**src/copwd_defines.svh**
```systemverilog
`ifndef COPWD_DEFINES_SVH
`define COPWD_DEFINES_SVH

// register byte offsets
`define COPWD_OFS_CONTROL    8'h00
`define COPWD_OFS_SERVICE    8'h04
`define COPWD_OFS_STATUS     8'h08
`define COPWD_OFS_MASK       8'h0c
`define COPWD_OFS_COUNT      8'h10
`define COPWD_OFS_FLAGS      8'h14

// control field positions
`define COPWD_CLKSEL_HI      7
`define COPWD_CLKSEL_LO      6
`define COPWD_DBG_BIT        5
`define COPWD_STOP_BIT       4
`define COPWD_TSEL_HI        3
`define COPWD_TSEL_LO        2
`define COPWD_LONG_BIT       1
`define COPWD_WIN_BIT        0

`define COPWD_CONTROL_RESET  8'h00
`define COPWD_STATUS_RESET   3'h0
`define COPWD_MASK_RESET     3'h0

// status bit positions
`define COPWD_ST_EXPIRE      0
`define COPWD_ST_BADVAL      1
`define COPWD_ST_EARLY       2

// service sequence bytes
`define COPWD_SVC_FIRST      8'h55
`define COPWD_SVC_SECOND     8'haa

// timeout exponents, short and long
`define COPWD_SHORT_EXP1     5
`define COPWD_SHORT_EXP2     8
`define COPWD_SHORT_EXP3     10
`define COPWD_LONG_EXP1      13
`define COPWD_LONG_EXP2      16
`define COPWD_LONG_EXP3      18

`endif

```
**src/copwd_pkg.sv**
```systemverilog
package copwd_pkg;

  typedef enum logic [1:0]
  {
    COPWD_SRC_LPO,
    COPWD_SRC_IREF,
    COPWD_SRC_EXT,
    COPWD_SRC_BUS
  } copwd_src_e;

  typedef enum logic [1:0]
  {
    COPWD_TO_OFF,
    COPWD_TO_1,
    COPWD_TO_2,
    COPWD_TO_3
  } copwd_tsel_e;

  typedef logic [17:0] copwd_cnt_t;

endpackage

```
**src/copwd_tick.sv**
```systemverilog
`timescale 1ns/1ps
// turns a slow clock level into one-cycle count ticks on its rising edge
module copwd_tick
  import copwd_pkg::*;
(
  input  wire logic clk,
  input  wire logic reset,
  input  wire logic level,
  output logic      tick
);

  logic level_q;

  always_ff @(posedge clk)
  begin
    if (reset)
      level_q <= 1'b1; // a source high at release is no edge
    else
      level_q <= level;
  end

  assign tick = level & ~level_q;

endmodule

```
**src/copwd_top.sv**
```systemverilog
`timescale 1ns/1ps
`include "copwd_defines.svh"

module copwd_top
  import copwd_pkg::*;
#(
  parameter int LONG_EXP1 = `COPWD_LONG_EXP1,
  parameter int LONG_EXP2 = `COPWD_LONG_EXP2,
  parameter int LONG_EXP3 = `COPWD_LONG_EXP3
)
(
  input  wire logic        clk,
  input  wire logic        reset,
  input  wire logic [7:0]  avs_address,
  input  wire logic        avs_read,
  input  wire logic        avs_write,
  input  wire logic [31:0] avs_writedata,
  input  wire logic [3:0]  avs_byteenable,
  output logic      [31:0] avs_readdata,
  output logic             avs_waitrequest,
  input  wire logic        debug_mode,
  input  wire logic        stop_mode,
  input  wire logic        low_power_osc_clock,
  input  wire logic        internal_reference_clock,
  input  wire logic        external_osc_clock,
  output logic             system_reset_req,
  output logic             irq
);

  logic [7:0]  control_q;
  logic        locked_q;
  copwd_cnt_t  count_q;
  logic        armed_q;
  logic        reset_req_q;
  logic [2:0]  status_q;
  logic [2:0]  mask_q;
  logic        rd_done_q;
  logic [31:0] rdata_q;

  copwd_src_e  wdog_clock_source;
  logic        wdog_run_in_debug;
  logic        wdog_run_in_stop;
  copwd_tsel_e wdog_timeout_select;
  logic        wdog_long_timeout;
  logic        wdog_windowed;

  logic        tick_lpo;
  logic        tick_iref;
  logic        tick_ext;
  logic        tick;
  logic        enabled;
  logic        running;
  logic        window_mode;
  int          exp_sel;
  logic [18:0] limit;
  copwd_cnt_t  last_count;
  copwd_cnt_t  window_start;
  logic        window_open;
  logic        expire;

  logic        wr_ctl;
  logic        wr_svc;
  logic        wr_mask;
  logic        rd_fire;
  logic        rd_status;
  logic [7:0]  svc_val;
  logic        svc_first;
  logic        svc_second;
  logic        svc_bad;
  logic        svc_early;
  logic        svc_ok;
  logic [2:0]  events;

  // field views of the control register
  assign wdog_clock_source =
    copwd_src_e'(control_q[`COPWD_CLKSEL_HI:`COPWD_CLKSEL_LO]);
  assign wdog_run_in_debug   = control_q[`COPWD_DBG_BIT];
  assign wdog_run_in_stop    = control_q[`COPWD_STOP_BIT];
  assign wdog_timeout_select =
    copwd_tsel_e'(control_q[`COPWD_TSEL_HI:`COPWD_TSEL_LO]);
  assign wdog_long_timeout   = control_q[`COPWD_LONG_BIT];
  assign wdog_windowed       = control_q[`COPWD_WIN_BIT];

  // bus access decode
  assign wr_ctl  = avs_write && (avs_address == `COPWD_OFS_CONTROL);
  assign wr_svc  = avs_write && (avs_address == `COPWD_OFS_SERVICE)
                   && avs_byteenable[0];
  assign wr_mask = avs_write && (avs_address == `COPWD_OFS_MASK)
                   && avs_byteenable[0];
  // reads take one wait state so read data come from a register
  assign rd_fire   = avs_read && rd_done_q;
  assign rd_status = rd_fire && (avs_address == `COPWD_OFS_STATUS);
  assign avs_waitrequest = avs_read && !rd_done_q;
  assign avs_readdata    = rdata_q;

  // slow clock sources, sampled as synchronous levels
  copwd_tick u_tick_lpo
  (
    .clk   (clk),
    .reset (reset),
    .level (low_power_osc_clock),
    .tick  (tick_lpo)
  );

  copwd_tick u_tick_iref
  (
    .clk   (clk),
    .reset (reset),
    .level (internal_reference_clock),
    .tick  (tick_iref)
  );

  copwd_tick u_tick_ext
  (
    .clk   (clk),
    .reset (reset),
    .level (external_osc_clock),
    .tick  (tick_ext)
  );

  always_comb
  begin
    case (wdog_clock_source)
      COPWD_SRC_LPO:  tick = tick_lpo;
      COPWD_SRC_IREF: tick = tick_iref;
      COPWD_SRC_EXT:  tick = tick_ext;
      default:        tick = 1'b1;
    endcase
  end

  // timeout length from the select and length fields
  always_comb
  begin
    case (wdog_timeout_select)
      COPWD_TO_1:
        exp_sel = wdog_long_timeout ? LONG_EXP1 : `COPWD_SHORT_EXP1;
      COPWD_TO_2:
        exp_sel = wdog_long_timeout ? LONG_EXP2 : `COPWD_SHORT_EXP2;
      COPWD_TO_3:
        exp_sel = wdog_long_timeout ? LONG_EXP3 : `COPWD_SHORT_EXP3;
      default:
        exp_sel = `COPWD_SHORT_EXP1;
    endcase
  end

  assign limit        = 19'h00001 << exp_sel[4:0];
  assign last_count   = 18'(limit - 19'h00001);
  // window opens three quarters into the period
  assign window_start = 18'(limit - (limit >> 2));

  assign enabled = (wdog_timeout_select != COPWD_TO_OFF);
  assign running = enabled
                   && !(debug_mode && !wdog_run_in_debug)
                   && !(stop_mode && !wdog_run_in_stop);
  // windowing is ignored unless the long timeout is in use
  assign window_mode = wdog_windowed && wdog_long_timeout;
  assign window_open = count_q >= window_start;

  assign expire = running && tick && (count_q == last_count);

  // service sequence decode
  assign svc_val    = avs_writedata[7:0];
  assign svc_first  = wr_svc && running
                      && (svc_val == `COPWD_SVC_FIRST);
  assign svc_second = wr_svc && running && armed_q
                      && (svc_val == `COPWD_SVC_SECOND);
  assign svc_bad    = wr_svc && running
                      && !svc_first && !svc_second;
  assign svc_early  = svc_second && window_mode && !window_open;
  assign svc_ok     = svc_second && !svc_early;

  assign events[`COPWD_ST_EXPIRE] = expire;
  assign events[`COPWD_ST_BADVAL] = svc_bad;
  assign events[`COPWD_ST_EARLY]  = svc_early;

  // write-once control register
  always_ff @(posedge clk)
  begin
    if (reset)
    begin
      control_q <= `COPWD_CONTROL_RESET;
      locked_q  <= 1'b0;
    end
    else if (wr_ctl && !locked_q)
    begin
      // any first write locks, even one without the low byte lane
      locked_q <= 1'b1;
      if (avs_byteenable[0])
        control_q <= avs_writedata[7:0];
    end
  end

  // timeout counter
  always_ff @(posedge clk)
  begin
    if (reset)
      count_q <= '0;
    else if (wr_ctl)
      count_q <= '0;
    else if (!running)
      count_q <= '0;
    else if (svc_ok || expire)
      count_q <= '0;
    else if (tick)
      count_q <= count_q + 18'h00001;
  end

  // first half of the service sequence
  always_ff @(posedge clk)
  begin
    if (reset)
      armed_q <= 1'b0;
    else if (!running)
      armed_q <= 1'b0;
    else if (wr_svc)
      armed_q <= svc_first;
  end

  // held until the system reset comes back around to clear it
  always_ff @(posedge clk)
  begin
    if (reset)
      reset_req_q <= 1'b0;
    else if (expire || svc_bad || svc_early)
      reset_req_q <= 1'b1;
  end

  assign system_reset_req = reset_req_q;

  // sticky status; a read clears only the bits it returned, new ones stay
  always_ff @(posedge clk)
  begin
    if (reset)
      status_q <= `COPWD_STATUS_RESET;
    else if (rd_status)
      status_q <= (status_q & ~rdata_q[2:0]) | events;
    else
      status_q <= status_q | events;
  end

  always_ff @(posedge clk)
  begin
    if (reset)
      mask_q <= `COPWD_MASK_RESET;
    else if (wr_mask)
      mask_q <= avs_writedata[2:0];
  end

  assign irq = |(status_q & mask_q);

  // read path
  always_ff @(posedge clk)
  begin
    if (reset)
      rd_done_q <= 1'b0;
    else
      rd_done_q <= avs_read && !rd_done_q;
  end

  always_ff @(posedge clk)
  begin
    if (reset)
      rdata_q <= '0;
    else if (avs_read && !rd_done_q)
    begin
      if (avs_address == `COPWD_OFS_CONTROL)
        rdata_q <= {24'h000000, control_q};
      else if (avs_address == `COPWD_OFS_STATUS)
        rdata_q <= {29'h00000000, status_q};
      else if (avs_address == `COPWD_OFS_MASK)
        rdata_q <= {29'h00000000, mask_q};
      else if (avs_address == `COPWD_OFS_COUNT)
        rdata_q <= {14'h0000, count_q};
      else if (avs_address == `COPWD_OFS_FLAGS)
        rdata_q <= {27'h0000000, window_open, armed_q, running,
                    enabled, locked_q};
      else
        // service register is write only; unmapped reads give zero
        rdata_q <= '0;
    end
  end

endmodule

```
**config.mk**
```make
export PLATFORM = sky130hd
export DESIGN_NAME = copwd_top
export DESIGN_NICKNAME = d
export VERILOG_FILES = /design/src/copwd_pkg.sv /design/src/copwd_tick.sv /design/src/copwd_top.sv
export VERILOG_INCLUDE_DIRS = /design/src
export SDC_FILE = /design/constraint.sdc
export NUM_CORES = 1
export LEC_CHECK = 0
export ABC_AREA = 1
export BUFFER_PORTS_ARGS = -buffer_cell sky130_fd_sc_hd__buf_4
export CORE_MARGIN = 10
export CORE_UTILIZATION = 61
export CTS_BUF_LIST = sky130_fd_sc_hd__clkbuf_4 sky130_fd_sc_hd__clkbuf_8 sky130_fd_sc_hd__clkbuf_16
export CTS_CLUSTER_DIAMETER = 200
export CTS_CLUSTER_SIZE = 40
export DETAILED_ROUTE_END_ITERATION = 7
export PLACE_DENSITY_LB_ADDON = 0.05
export SYNTH_ARGS = -nofsm -noshare
export SYNTH_HDL_FRONTEND = slang
export SYNTH_SLANG_ARGS = --single-unit
```
**constraint.sdc**
```tcl
create_clock -name clk -period 4.86 [get_ports clk]
set_clock_uncertainty 0.15 [all_clocks]
set_input_delay 0.972 -clock clk [delete_from_list [all_inputs] [get_ports clk]]
set_output_delay 0.972 -clock clk [all_outputs]
set_load 0.01 [all_outputs]
```
=== Yosys cells after proc, flatten, opt, wreduce, memory -nomap -nowiden ===
Cells that the tools add are included.

* Bits in registers: 71
* Input bits: 53
* Output and inout bits: 35

* Add/sub/neg operators: 3
* Order comparisons: 1
* Eq/ne operators: 13
* Shift-type cells: 1
* Muxes and demuxes: 11
* Bitwise gates (word level): 12
* Reduce and logical (&&, ||, !) cells: 45

{| class="wikitable"
|+ Operators with widths
! kind !! number
|-
| $mux W18 || 4
|-
| $logic_and A1 B1 Y1 || 25
|-
| $shl A1 B5 Y19 const A || 1
|-
| $add A18 B1 Y18 const B || 1
|-
| $eq A18 B18 Y1 || 1
|-
| $ge A18 B18 Y1 || 1
|-
| $sub A18 B1 Y18 const B || 1
|-
| $sub A18 B17 Y18 || 1
|-
| $eq A8 B4 Y1 const B || 2
|-
| $eq A8 B5 Y1 const B || 2
|-
| $mux W5 || 3
|-
| $pmux W5 S3 || 1
|-
| $logic_not A1 Y1 || 10
|-
| $eq A8 B3 Y1 const B || 1
|-
| $eq A8 B7 Y1 const B || 1
|-
| $eq A8 B8 Y1 const B || 1
|-
| $logic_not A8 Y1 || 1
|-
| $and A3 B3 Y3 || 2
|-
| $eq A2 B2 Y1 const B || 3
|-
| $or A3 B3 Y3 || 2
|-
| $eq A2 B1 Y1 const B || 2
|-
| $mux W4 || 1
|-
| $not A1 Y1 || 4
|-
| $reduce_or A4 Y1 || 1
|-
| other kinds (10) || 14
|}

=== Longest topological paths before layout ===
Gate-level depths: netlist (run 1).

* Depth after elaboration: 14
* Depth in mapped cells: 26

=== Modules after synthesis ===
From an unflattened synthesis (run 1), not the netlist that was laid out.

* Cells, all modules: 686
* Area, all modules: 4566.9 µm²

{| class="wikitable"
|+ By module, submodules not included
! module !! times used !! cells each !! area an instance (µm²) !! sequential area each (µm²)
|-
| copwd_top || 1 || 671 || 4454.3 || 1081.0
|-
| copwd_tick || 3 || 5 || 37.5 || 20.0
|}

=== Least setup slack after synthesis (run 1) ===
OpenSTA, ideal clock, no wires.

* Kind: register to register
* Start: reg control_q[3]
* End: reg count_q[10]
* Setup time: 0.062 ns
* Arrival time: 3.052 ns
* Required time: 4.648 ns
* Path slack: 1.596 ns
* Stages on the path, launching flop included: 24
* Path buffers: 2
* Period minus slack after synthesis: 3.264 ns
* Path through: dfxtp_1 -> nand2_2 -> inv_2 -> buf_6 -> nand2_4 -> ha_1 -> inv_1 -> a21oi_1 -> nor2_1 -> nor2_1 -> nand2_1 -> a21oi_1 -> xor2_1 -> ha_1 -> nand2_1 -> nor2_1 -> inv_1 -> nor2_1 -> a21oi_1 -> nand3_1 -> o21bai_1 -> nand2_4 -> buf_8 -> nor2_2

* Longest elaborated chain between the ends: 12

{| class="wikitable"
|+ Ends and longest elaborated chain
! item !! line !! RTL
|-
| from (decl) || copwd_top.sv:30 || <nowiki>logic [7:0] control_q;</nowiki>
|-
| from (signal assigned) || copwd_top.sv:181 || <nowiki>control_q <= `COPWD_CONTROL_RESET;</nowiki>
|-
| from (signal assigned) || copwd_top.sv:189 || <nowiki>control_q <= avs_writedata[7:0];</nowiki>
|-
| branches (longest 11 deep; another with $sub A18 B17 Y18) || - ||
|-
| $reduce_or A4 Y1 (no line) * || - ||
|-
| to (signal assigned) || copwd_top.sv:205 || <nowiki>count_q <= count_q + 18'h00001;</nowiki>
|-
| to (decl) || copwd_top.sv:32 || <nowiki>copwd_cnt_t count_q;</nowiki>
|}

Mark *: on every way between the ends.
A chain may end at the register's enable or synchronous reset.

=== Worst setup path in the final report (run 1) ===
* Start: reg control_q[2]
* End: reg count_q[2]

The elaborated chain is that of the path after synthesis.

==> impl_metrics.json, run 1 <==
{
  "synth-seq-area-share_pct": 25.8,
  "placed_cells": 810,
  "fin_cells": 826,
  "cp-start-kind": "register",
  "grt_first_pass_wirelength_um": 19700,
  "crit_path_start": "control_q[2]$_SDFFE_PP0P_",
  "synth_seq_cells": 57,
  "rsz0062_at_grt": "no",
  "grt_util_all_layers_pct": 20.9,
  "cts-root-buf": "clkbuf_8",
  "p_leak_uw": 0.00231,
  "fillers": 614,
  "antenna_found_initial": 0,
  "grt_overflow_total": 0,
  "antennaDiodeCount": 0,
  "io_pins": 88,
  "endpoint": "count_q[2]$_SDFFE_PP0P_",
  "ant_nets": 0,
  "drtIter0Drc": 322,
  "cts.sinks": 57,
  "grt_start_max_net_pins": 28,
  "cts_resized": 0,
  "grt_pass1_vias": 4268,
  "synth_area_leader_cell": "dfxtp_1",
  "ys.flop_type": "dfxtp_1",
  "rows": 30,
  "fin_hold_ws_ns": 0.317,
  "die_x_um": 105,
  "status": "finished, final reports clean",
  "dieArea_um2": 11100,
  "cp_max_fo": 18,
  "wl_per_cell_um": 14.2,
  "slew_violations": 0,
  "cts_setup_buffers": 0,
  "drv_cap": 0,
  "ys_warn_count": 0,
  "netlist_area_um2": 4420,
  "arrival_ns": 4.23,
  "synth_edf_count": 0,
  "via_per_inst": 5.34,
  "async_flop_share_pct": 0,
  "hpwl_um": 9320,
  "place.gp.congestion": 0.929,
  "critPathKind": "reg -> reg",
  "finalWorstSetupSlack_ns": 0.749,
  "max_slew_margin_pct": 39.6,
  "cts.hold.buffers_added": 0,
  "vias": 4414,
  "clk_pin_slew_worst_paths_ns": 0.06,
  "vdd_drop_max_mv": 0.179,
  "portBuffers": 46,
  "r2r_start": "control_q[2]$_SDFFE_PP0P_",
  "crit_path_end_kind": "register",
  "synth.area.top_cells": "dfxtp_1, ha_1, nand2_1",
  "cp.required_ns": 4.98,
  "area_growth_pct": 14.7,
  "fin_nets": 817,
  "syn_inst": 653,
  "finalSetupViolations": 0,
  "yosysUniqueCellTypes": 45,
  "fmax_ghz": 0.243,
  "start_util_pct": 64.0,
  "hp-class": "reg -> reg",
  "final.min_clock_period_ns": 4.11,
  "rr_endpoint": "count_q[2]$_SDFFE_PP0P_",
  "fin_setup_tns_ns": 0,
  "cts_tree": "built",
  "syn_avg_cell_area_um2": 6.77,
  "drc": 0,
  "hold_violations": 0,
  "cts_buffers": 9,
  "reg2reg_slack_ns": 0.75,
  "max_slew.worst_pin.slew_ns": 0.903,
  "synth_top_area_share_pct": 25.8,
  "die_h_um": 105,
  "wirelength_um": 11800,
  "core_area_um2": 6910,
  "htree_levels": 3,
  "post-route-period-util_pct": 84.6,
  "firstDrtPassIters": 6,
  "final_core_util_pct": 73.4,
  "reg2regPathDepth": 18,
  "cellPowerDensity_nw_per_um2": 216,
  "drive_gt1_share_pct": 12.6,
  "multiInputGateArea_um2": 2900,
  "clockBufferDepth": 2,
  "clk_latency_ns": 0.34,
  "regArea_um2": 1140,
  "dp_slack_ns": 0.904
}
==> layout make-up <==
cell class / count / share of cell area [%]
clock buffer: 11 / 2.86
clock inverter: 5 / 1.09
inverter: 94 / 6.96
multi-input combinational: 516 / 57.3
sequential: 57 / 22.5
tap: 96 / 2.37
timing repair buffer: 47 / 6.96
==> worst max-delay path, cell delays in order (launching register included) <==
cell	delay (ns)
dfxtp_1	0.51
nand2_1	0.14
nand2_2	0.15
ha_1	0.23
nand2_1	0.09
nor3_1	0.28
a21oi_1	0.15
o21ai_0	0.47
nand2_1	0.13
nand2_1	0.10
xor2_1	0.15
ha_1	0.27
a21oi_1	0.12
o21ai_0	0.12
a21oi_1	0.15
nand3_1	0.16
o21bai_1	0.25
nand2_4	0.23
nor2_1	0.15
==> synth_stat cells (4+ instances only) <==
master	count
a211oi_1	7
a21o_1	5
a21oi_1	46
a31oi_1	4
buf_4	15
clkbuf_1	9
dfxtp_1	57
ha_1	38
inv_1	91
nand2_1	110
nand2_2	5
nand3_1	45
nand4_1	12
nor2_1	81
nor2_2	8
nor2_4	5
nor3_1	16
nor4_1	4
o211ai_1	4
o21ai_0	28
xnor2_1	7
xor2_1	25
==> logic make-up (layout without fill, tap and decap cells) <==
logic type	count (synthesis)	count (layout)	share of synthesized area, %
compound gates	107	107	14.0
fa+ha+maj	39	39	11.2
xor+xnor	32	32	6.34
flops	57	57	25.8
simple gates	296	296	30.5
buf+inv	120	157	11.9
other cells	2	42	0.170
==> power breakdown <==
group	internal [uW]	switching [uW]
clock	254	193
combinational	66.5	106
sequential	472	3.11
total	793	301
==> registers in the layout, indices dropped and copies added (netlist names) <==
| register | cells |
|---|---|
| avs_readdata | 18 |
| status_q | 3 |
| u_tick_ext.level_q | 1 |
| u_tick_iref.level_q | 1 |
| mask_q | 3 |
| u_tick_lpo.level_q | 1 |
| locked_q | 1 |
| count_q | 18 |
| rd_done_q | 1 |
| armed_q | 1 |
| system_reset_req | 1 |
| control_q | 8 |
==> stage by stage <==
step	power, uW	instance area (um2)
5_1_grt	1140	5070
2_1_floorplan	611	4570
3_5_place_dp	649	4870
6_report	1090	5070
4_1_cts	1090	5070
3_3_place_gp	644	4870
==> how the worst min path moves through the flow <==
stage | cells after the start | start | to | slack, ns
4_1_cts | 2 | avs_readdata[13]$_SDFFE_PP0P_ | avs_readdata[13]$_SDFFE_PP0P_ | 0.32
5_1_grt | 2 | avs_readdata[16]$_SDFFE_PP0P_ | avs_readdata[16]$_SDFFE_PP0P_ | 0.35
3_3_place_gp | 2 | avs_readdata[15]$_SDFFE_PP0P_ | avs_readdata[15]$_SDFFE_PP0P_ | 0.30
6_report | 2 | avs_readdata[13]$_SDFFE_PP0P_ | avs_readdata[13]$_SDFFE_PP0P_ | 0.32
2_1_floorplan | 2 | status_q[0]$_SDFF_PP0_ | status_q[0]$_SDFF_PP0_ | 0.31
3_5_place_dp | 2 | avs_readdata[13]$_SDFFE_PP0P_ | avs_readdata[13]$_SDFFE_PP0P_ | 0.31
==> per-layer routing <==
metal  part of all wire (%)  track usage [%]
met3                    8.7             5.59
met5                      0                0
met1                     44             27.1
met4                    1.5             5.49
met2                     45             33.4
==> cells in the final DEF, fill, tap and decap left out, drive strengths merged, types with 29 or more instances in the layout <==
cell type	synthesis	routed
a21oi	47	47
buf	17	47
conb	2	42
dfxtp	57	57
ha	38	38
inv	93	93
nand2	117	117
nand3	46	46
nor2	94	94
o21ai	29	29
Power figures use the tool's default switching activity.
==> run 2, diff against run 1 <==
- ABC_AREA: 1 -> 0
- CORE_UTILIZATION: 61 -> 50
- clock period: 4.86 -> 3.35 ns (I/O delays scaled with it)
==> run 2 against run 1 <==
Against the previous run:
- global-route usage decreased by 1.7 points
- combinational power increased by 77%
- die area is 13% higher
- first-iteration DRC count down 26%
- clock-buffer cell count down 1
- the run now ends with setup timing left
- final cell count shrank 11%
- critical path type unchanged
- maximum frequency is 13% higher
- design area rose by 8.8%
- sequential cell count unchanged
- largest power group unchanged
- synthesized cell count shrank 20%
==> impl_metrics.json, run 2 <==
{
  "wirelength_um": 12300,
  "final_core_util_pct": 67.1,
  "place.gp.congestion": 0.911,
  "ys.flop_type": "dfxtp_1",
  "synth_edf_count": 0,
  "p_int_uw": 1180,
  "fmax_ghz": 0.275,
  "rows": 33,
  "dieArea_um2": 12500,
  "total_power_uw": 1620,
  "status": "finished, violations left",
  "io_pins": 88,
  "synth_top_area_share_pct": 27.0,
  "antenna_found_initial": 0,
  "cellPowerDensity_nw_per_um2": 294,
  "path_delay_family": "simple AND/OR/NAND/NOR gates",
  "hp-class": "reg -> reg",
  "drc": 0,
  "mostFrequentLayoutCell": "buf_4",
  "grt_start_max_net_pins": 41,
  "final_cell_mix": "buf_4, dfxtp_1, nor2_1, conb_1, nand2_1",
  "yosysUniqueCellTypes": 71,
  "cp.required_ns": 3.47,
  "cts_buffers": 9,
  "cts.hold.buffers_added": 0,
  "hold_violations": 0,
  "drtIter0Drc": 239,
  "antennaDiodeCount": 0,
  "die_x_um": 112,
  "fin_nets": 722,
  "synth_seq_cells": 57,
  "drv_cap": 0,
  "sw_frac_of_total_pct": 27.5,
  "violations": "setup timing",
  "firstDrtPassIters": 5,
  "cts_tree": "built",
  "clockBufferDepth": 2,
  "via_per_inst": 5.63,
  "portBuffers": 46,
  "vias": 4157,
  "drive_gt1_share_pct": 27.3,
  "htree_levels": 3,
  "slowest_stage": "or4_4",
  "yosysMostFrequentCell": "dfxtp_1",
  "ant_nets": 0,
  "finalWorstSetupSlack_ns": -0.284,
  "critPathKind": "reg -> reg",
  "synth.area.top_cells": "dfxtp_1, ha_1, nor2_1",
  "cts-root-buf": "clkbuf_8",
  "combinationalPowerShare_pct": 18.7,
  "vdd_drop_max_mv": 0.173,
  "async_flop_share_pct": 0,
  "clk_latency_ns": 0.34,
  "start_util_pct": 51.5,
  "grt_overflow_total": 0,
  "p_leak_uw": 0.00225,
  "grt_pass1_vias": 4174,
  "hpwl_um": 9270,
  "cp_num_buf_inv": 5,
  "max_slew_margin_pct": 58.7,
  "crit_top_cell": "buf_4",
  "multiInputGateArea_um2": 3190,
  "core_area_um2": 8220,
  "crit_chain": "a21o_4, ha_4, a21boi_4, nor3_2, buf_4, buf_4, buf_4, buf_4, o31ai_2, a21oi_1, xor2_1, ha_1, nand4_1, nor2_2, buf_4, or4_4, a31oi_1",
  "syn_inst": 523,
  "synthTopCellsByCount": "dfxtp_1, nor2_1, ha_1",
  "max_slew.worst_pin.slew_ns": 0.604,
  "rsz0062_at_grt": "yes",
  "ys_warn_count": 0,
  "grt_util_all_layers_pct": 19.2,
  "fillers": 710,
  "synth_area_leader_cell": "dfxtp_1",
  "die_h_um": 112,
  "regArea_um2": 1150,
  "syn_avg_cell_area_um2": 8.09,
  "synth-seq-area-share_pct": 27.0,
  "post-route-period-util_pct": 108,
  "final.min_clock_period_ns": 3.63,
  "arrival_ns": 3.75,
  "seqPwrFrac_pct": 42.3,
  "cts.sinks": 57,
  "slew_violations": 0,
  "cp-start-kind": "register",
  "p_sw_uw": 446,
  "cp_max_fo": 5,
  "grt_first_pass_wirelength_um": 20400,
  "area_growth_pct": 30.4,
  "pwr-share-clk_pct": 39.0,
  "finalSetupViolations": 21,
  "wl_per_cell_um": 16.6,
  "cpPeakStageDelay_ns": 0.55,
  "clk_pin_slew_worst_paths_ns": 0.07,
  "crit_path_end_kind": "register",
  "netlist_area_um2": 4230
}
==> run 2: cell types whose count changed after synthesis, sizes merged, moves of 5 or more <==
| cell | before | now |
|---|---|---|
| a21oi | 47 | 29 |
| nand2 | 117 | 35 |
| buf | 17 | 24 |
| nor2 | 94 | 62 |
| xnor2 | 7 | 16 |
| mux2i | 0 | 15 |
| nand2b | 0 | 7 |
| inv | 93 | 27 |
| nand3 | 46 | 22 |
| a2111oi | 0 | 5 |
| nor2b | 0 | 5 |
| xor2 | 25 | 17 |
==> run 2: power by group through the flow <==
stage               logic (uW)  clock network [uW]  registers (uW)
floorplan                  189                   0             705
finish                     304                 633             687
global route               339                 671             687
CTS                        286                 642             687
global placement           261                   0             703
detailed placement         267                   0             704
==> run 2: routing by layer <==
metal / routed length, um / track usage, % / vias up
met2: 5930 / 33.0 / 143
met1: 5420 / 23.3 / 1952
li1: - / - / 2043
met3: 653 / 3.44 / 19
met5: 0 / 0 / -
met4: 279 / 7.19 / 0
==> run 2: cells by family after synthesis <==
| kind of cell | synth area share, % |
|---|---|
| muxes | 3.55 |
| buffers and inverters | 7.66 |
| DFF | 27.0 |
| and+or+nand+nor | 23.5 |
| other | 0.178 |
| xor gates and xnor gates | 6.83 |
| AOI/OAI and AO/OA | 19.3 |
| adders and majority gates | 11.9 |
==> run 2: cell type report <==
cell class | count | area share [%]
clock buffer | 10 | 2.49
clock inverter | 5 | 1.02
inverter | 27 | 1.84
multi-input combinational | 442 | 57.7
sequential | 57 | 20.8
tap | 105 | 2.38
timing repair buffer | 93 | 13.7
==> run 2: path summary, 6_finish.rpt <==
path | startpoint | end | slack (ns) | cells after the start
setup / recovery | control_q[1]$_SDFFE_PP0P_ | system_reset_req$_SDFFE_PP0P_ | -0.28 | 17
hold / removal | avs_readdata[17]$_SDFFE_PP0P_ | avs_readdata[17]$_SDFFE_PP0P_ | 0.30 | 2
setup reg to reg | control_q[1]$_SDFFE_PP0P_ | system_reset_req$_SDFFE_PP0P_ | -0.28 | 17
hold reg to reg | avs_readdata[17]$_SDFFE_PP0P_ | avs_readdata[17]$_SDFFE_PP0P_ | 0.30 | 2
==> run 2: what timing repair did <==
action                     CTS  global route
setup buffers               10             0
pin swaps                   16            13
gates resized for setup     26            13
gates cloned                 2             0
setup endpoints to repair   21            21
==> run 2: worst reg2reg max path, stage by stage (launching register included) <==
cell      delay (ns)
dfxtp_4         0.39
a21o_4          0.18
ha_4            0.14
a21boi_4        0.18
nor3_2          0.07
buf_4           0.12
buf_4           0.12
buf_4           0.12
buf_4           0.12
o31ai_2         0.24
a21oi_1         0.12
xor2_1          0.20
ha_1            0.28
nand4_1         0.19
nor2_2          0.09
buf_4           0.14
or4_4           0.55
a31oi_1         0.17
==> run 2: stage by stage <==
step | instance area [um2] | TNS (ns) | hold WS, ns | setup slack (ns) | cells
floorplan | 4530 | -0.285 | 0.298 | -0.0275 | 563
global placement | 5030 | -6.17 | 0.291 | -0.334 | 712
detailed placement | 5030 | -6.65 | 0.295 | -0.349 | 712
CTS | 5470 | -4.59 | 0.303 | -0.248 | 739
global route | 5520 | -8.79 | 0.324 | -0.451 | 739
finish | 5520 | -5.20 | 0.301 | -0.284 | 739
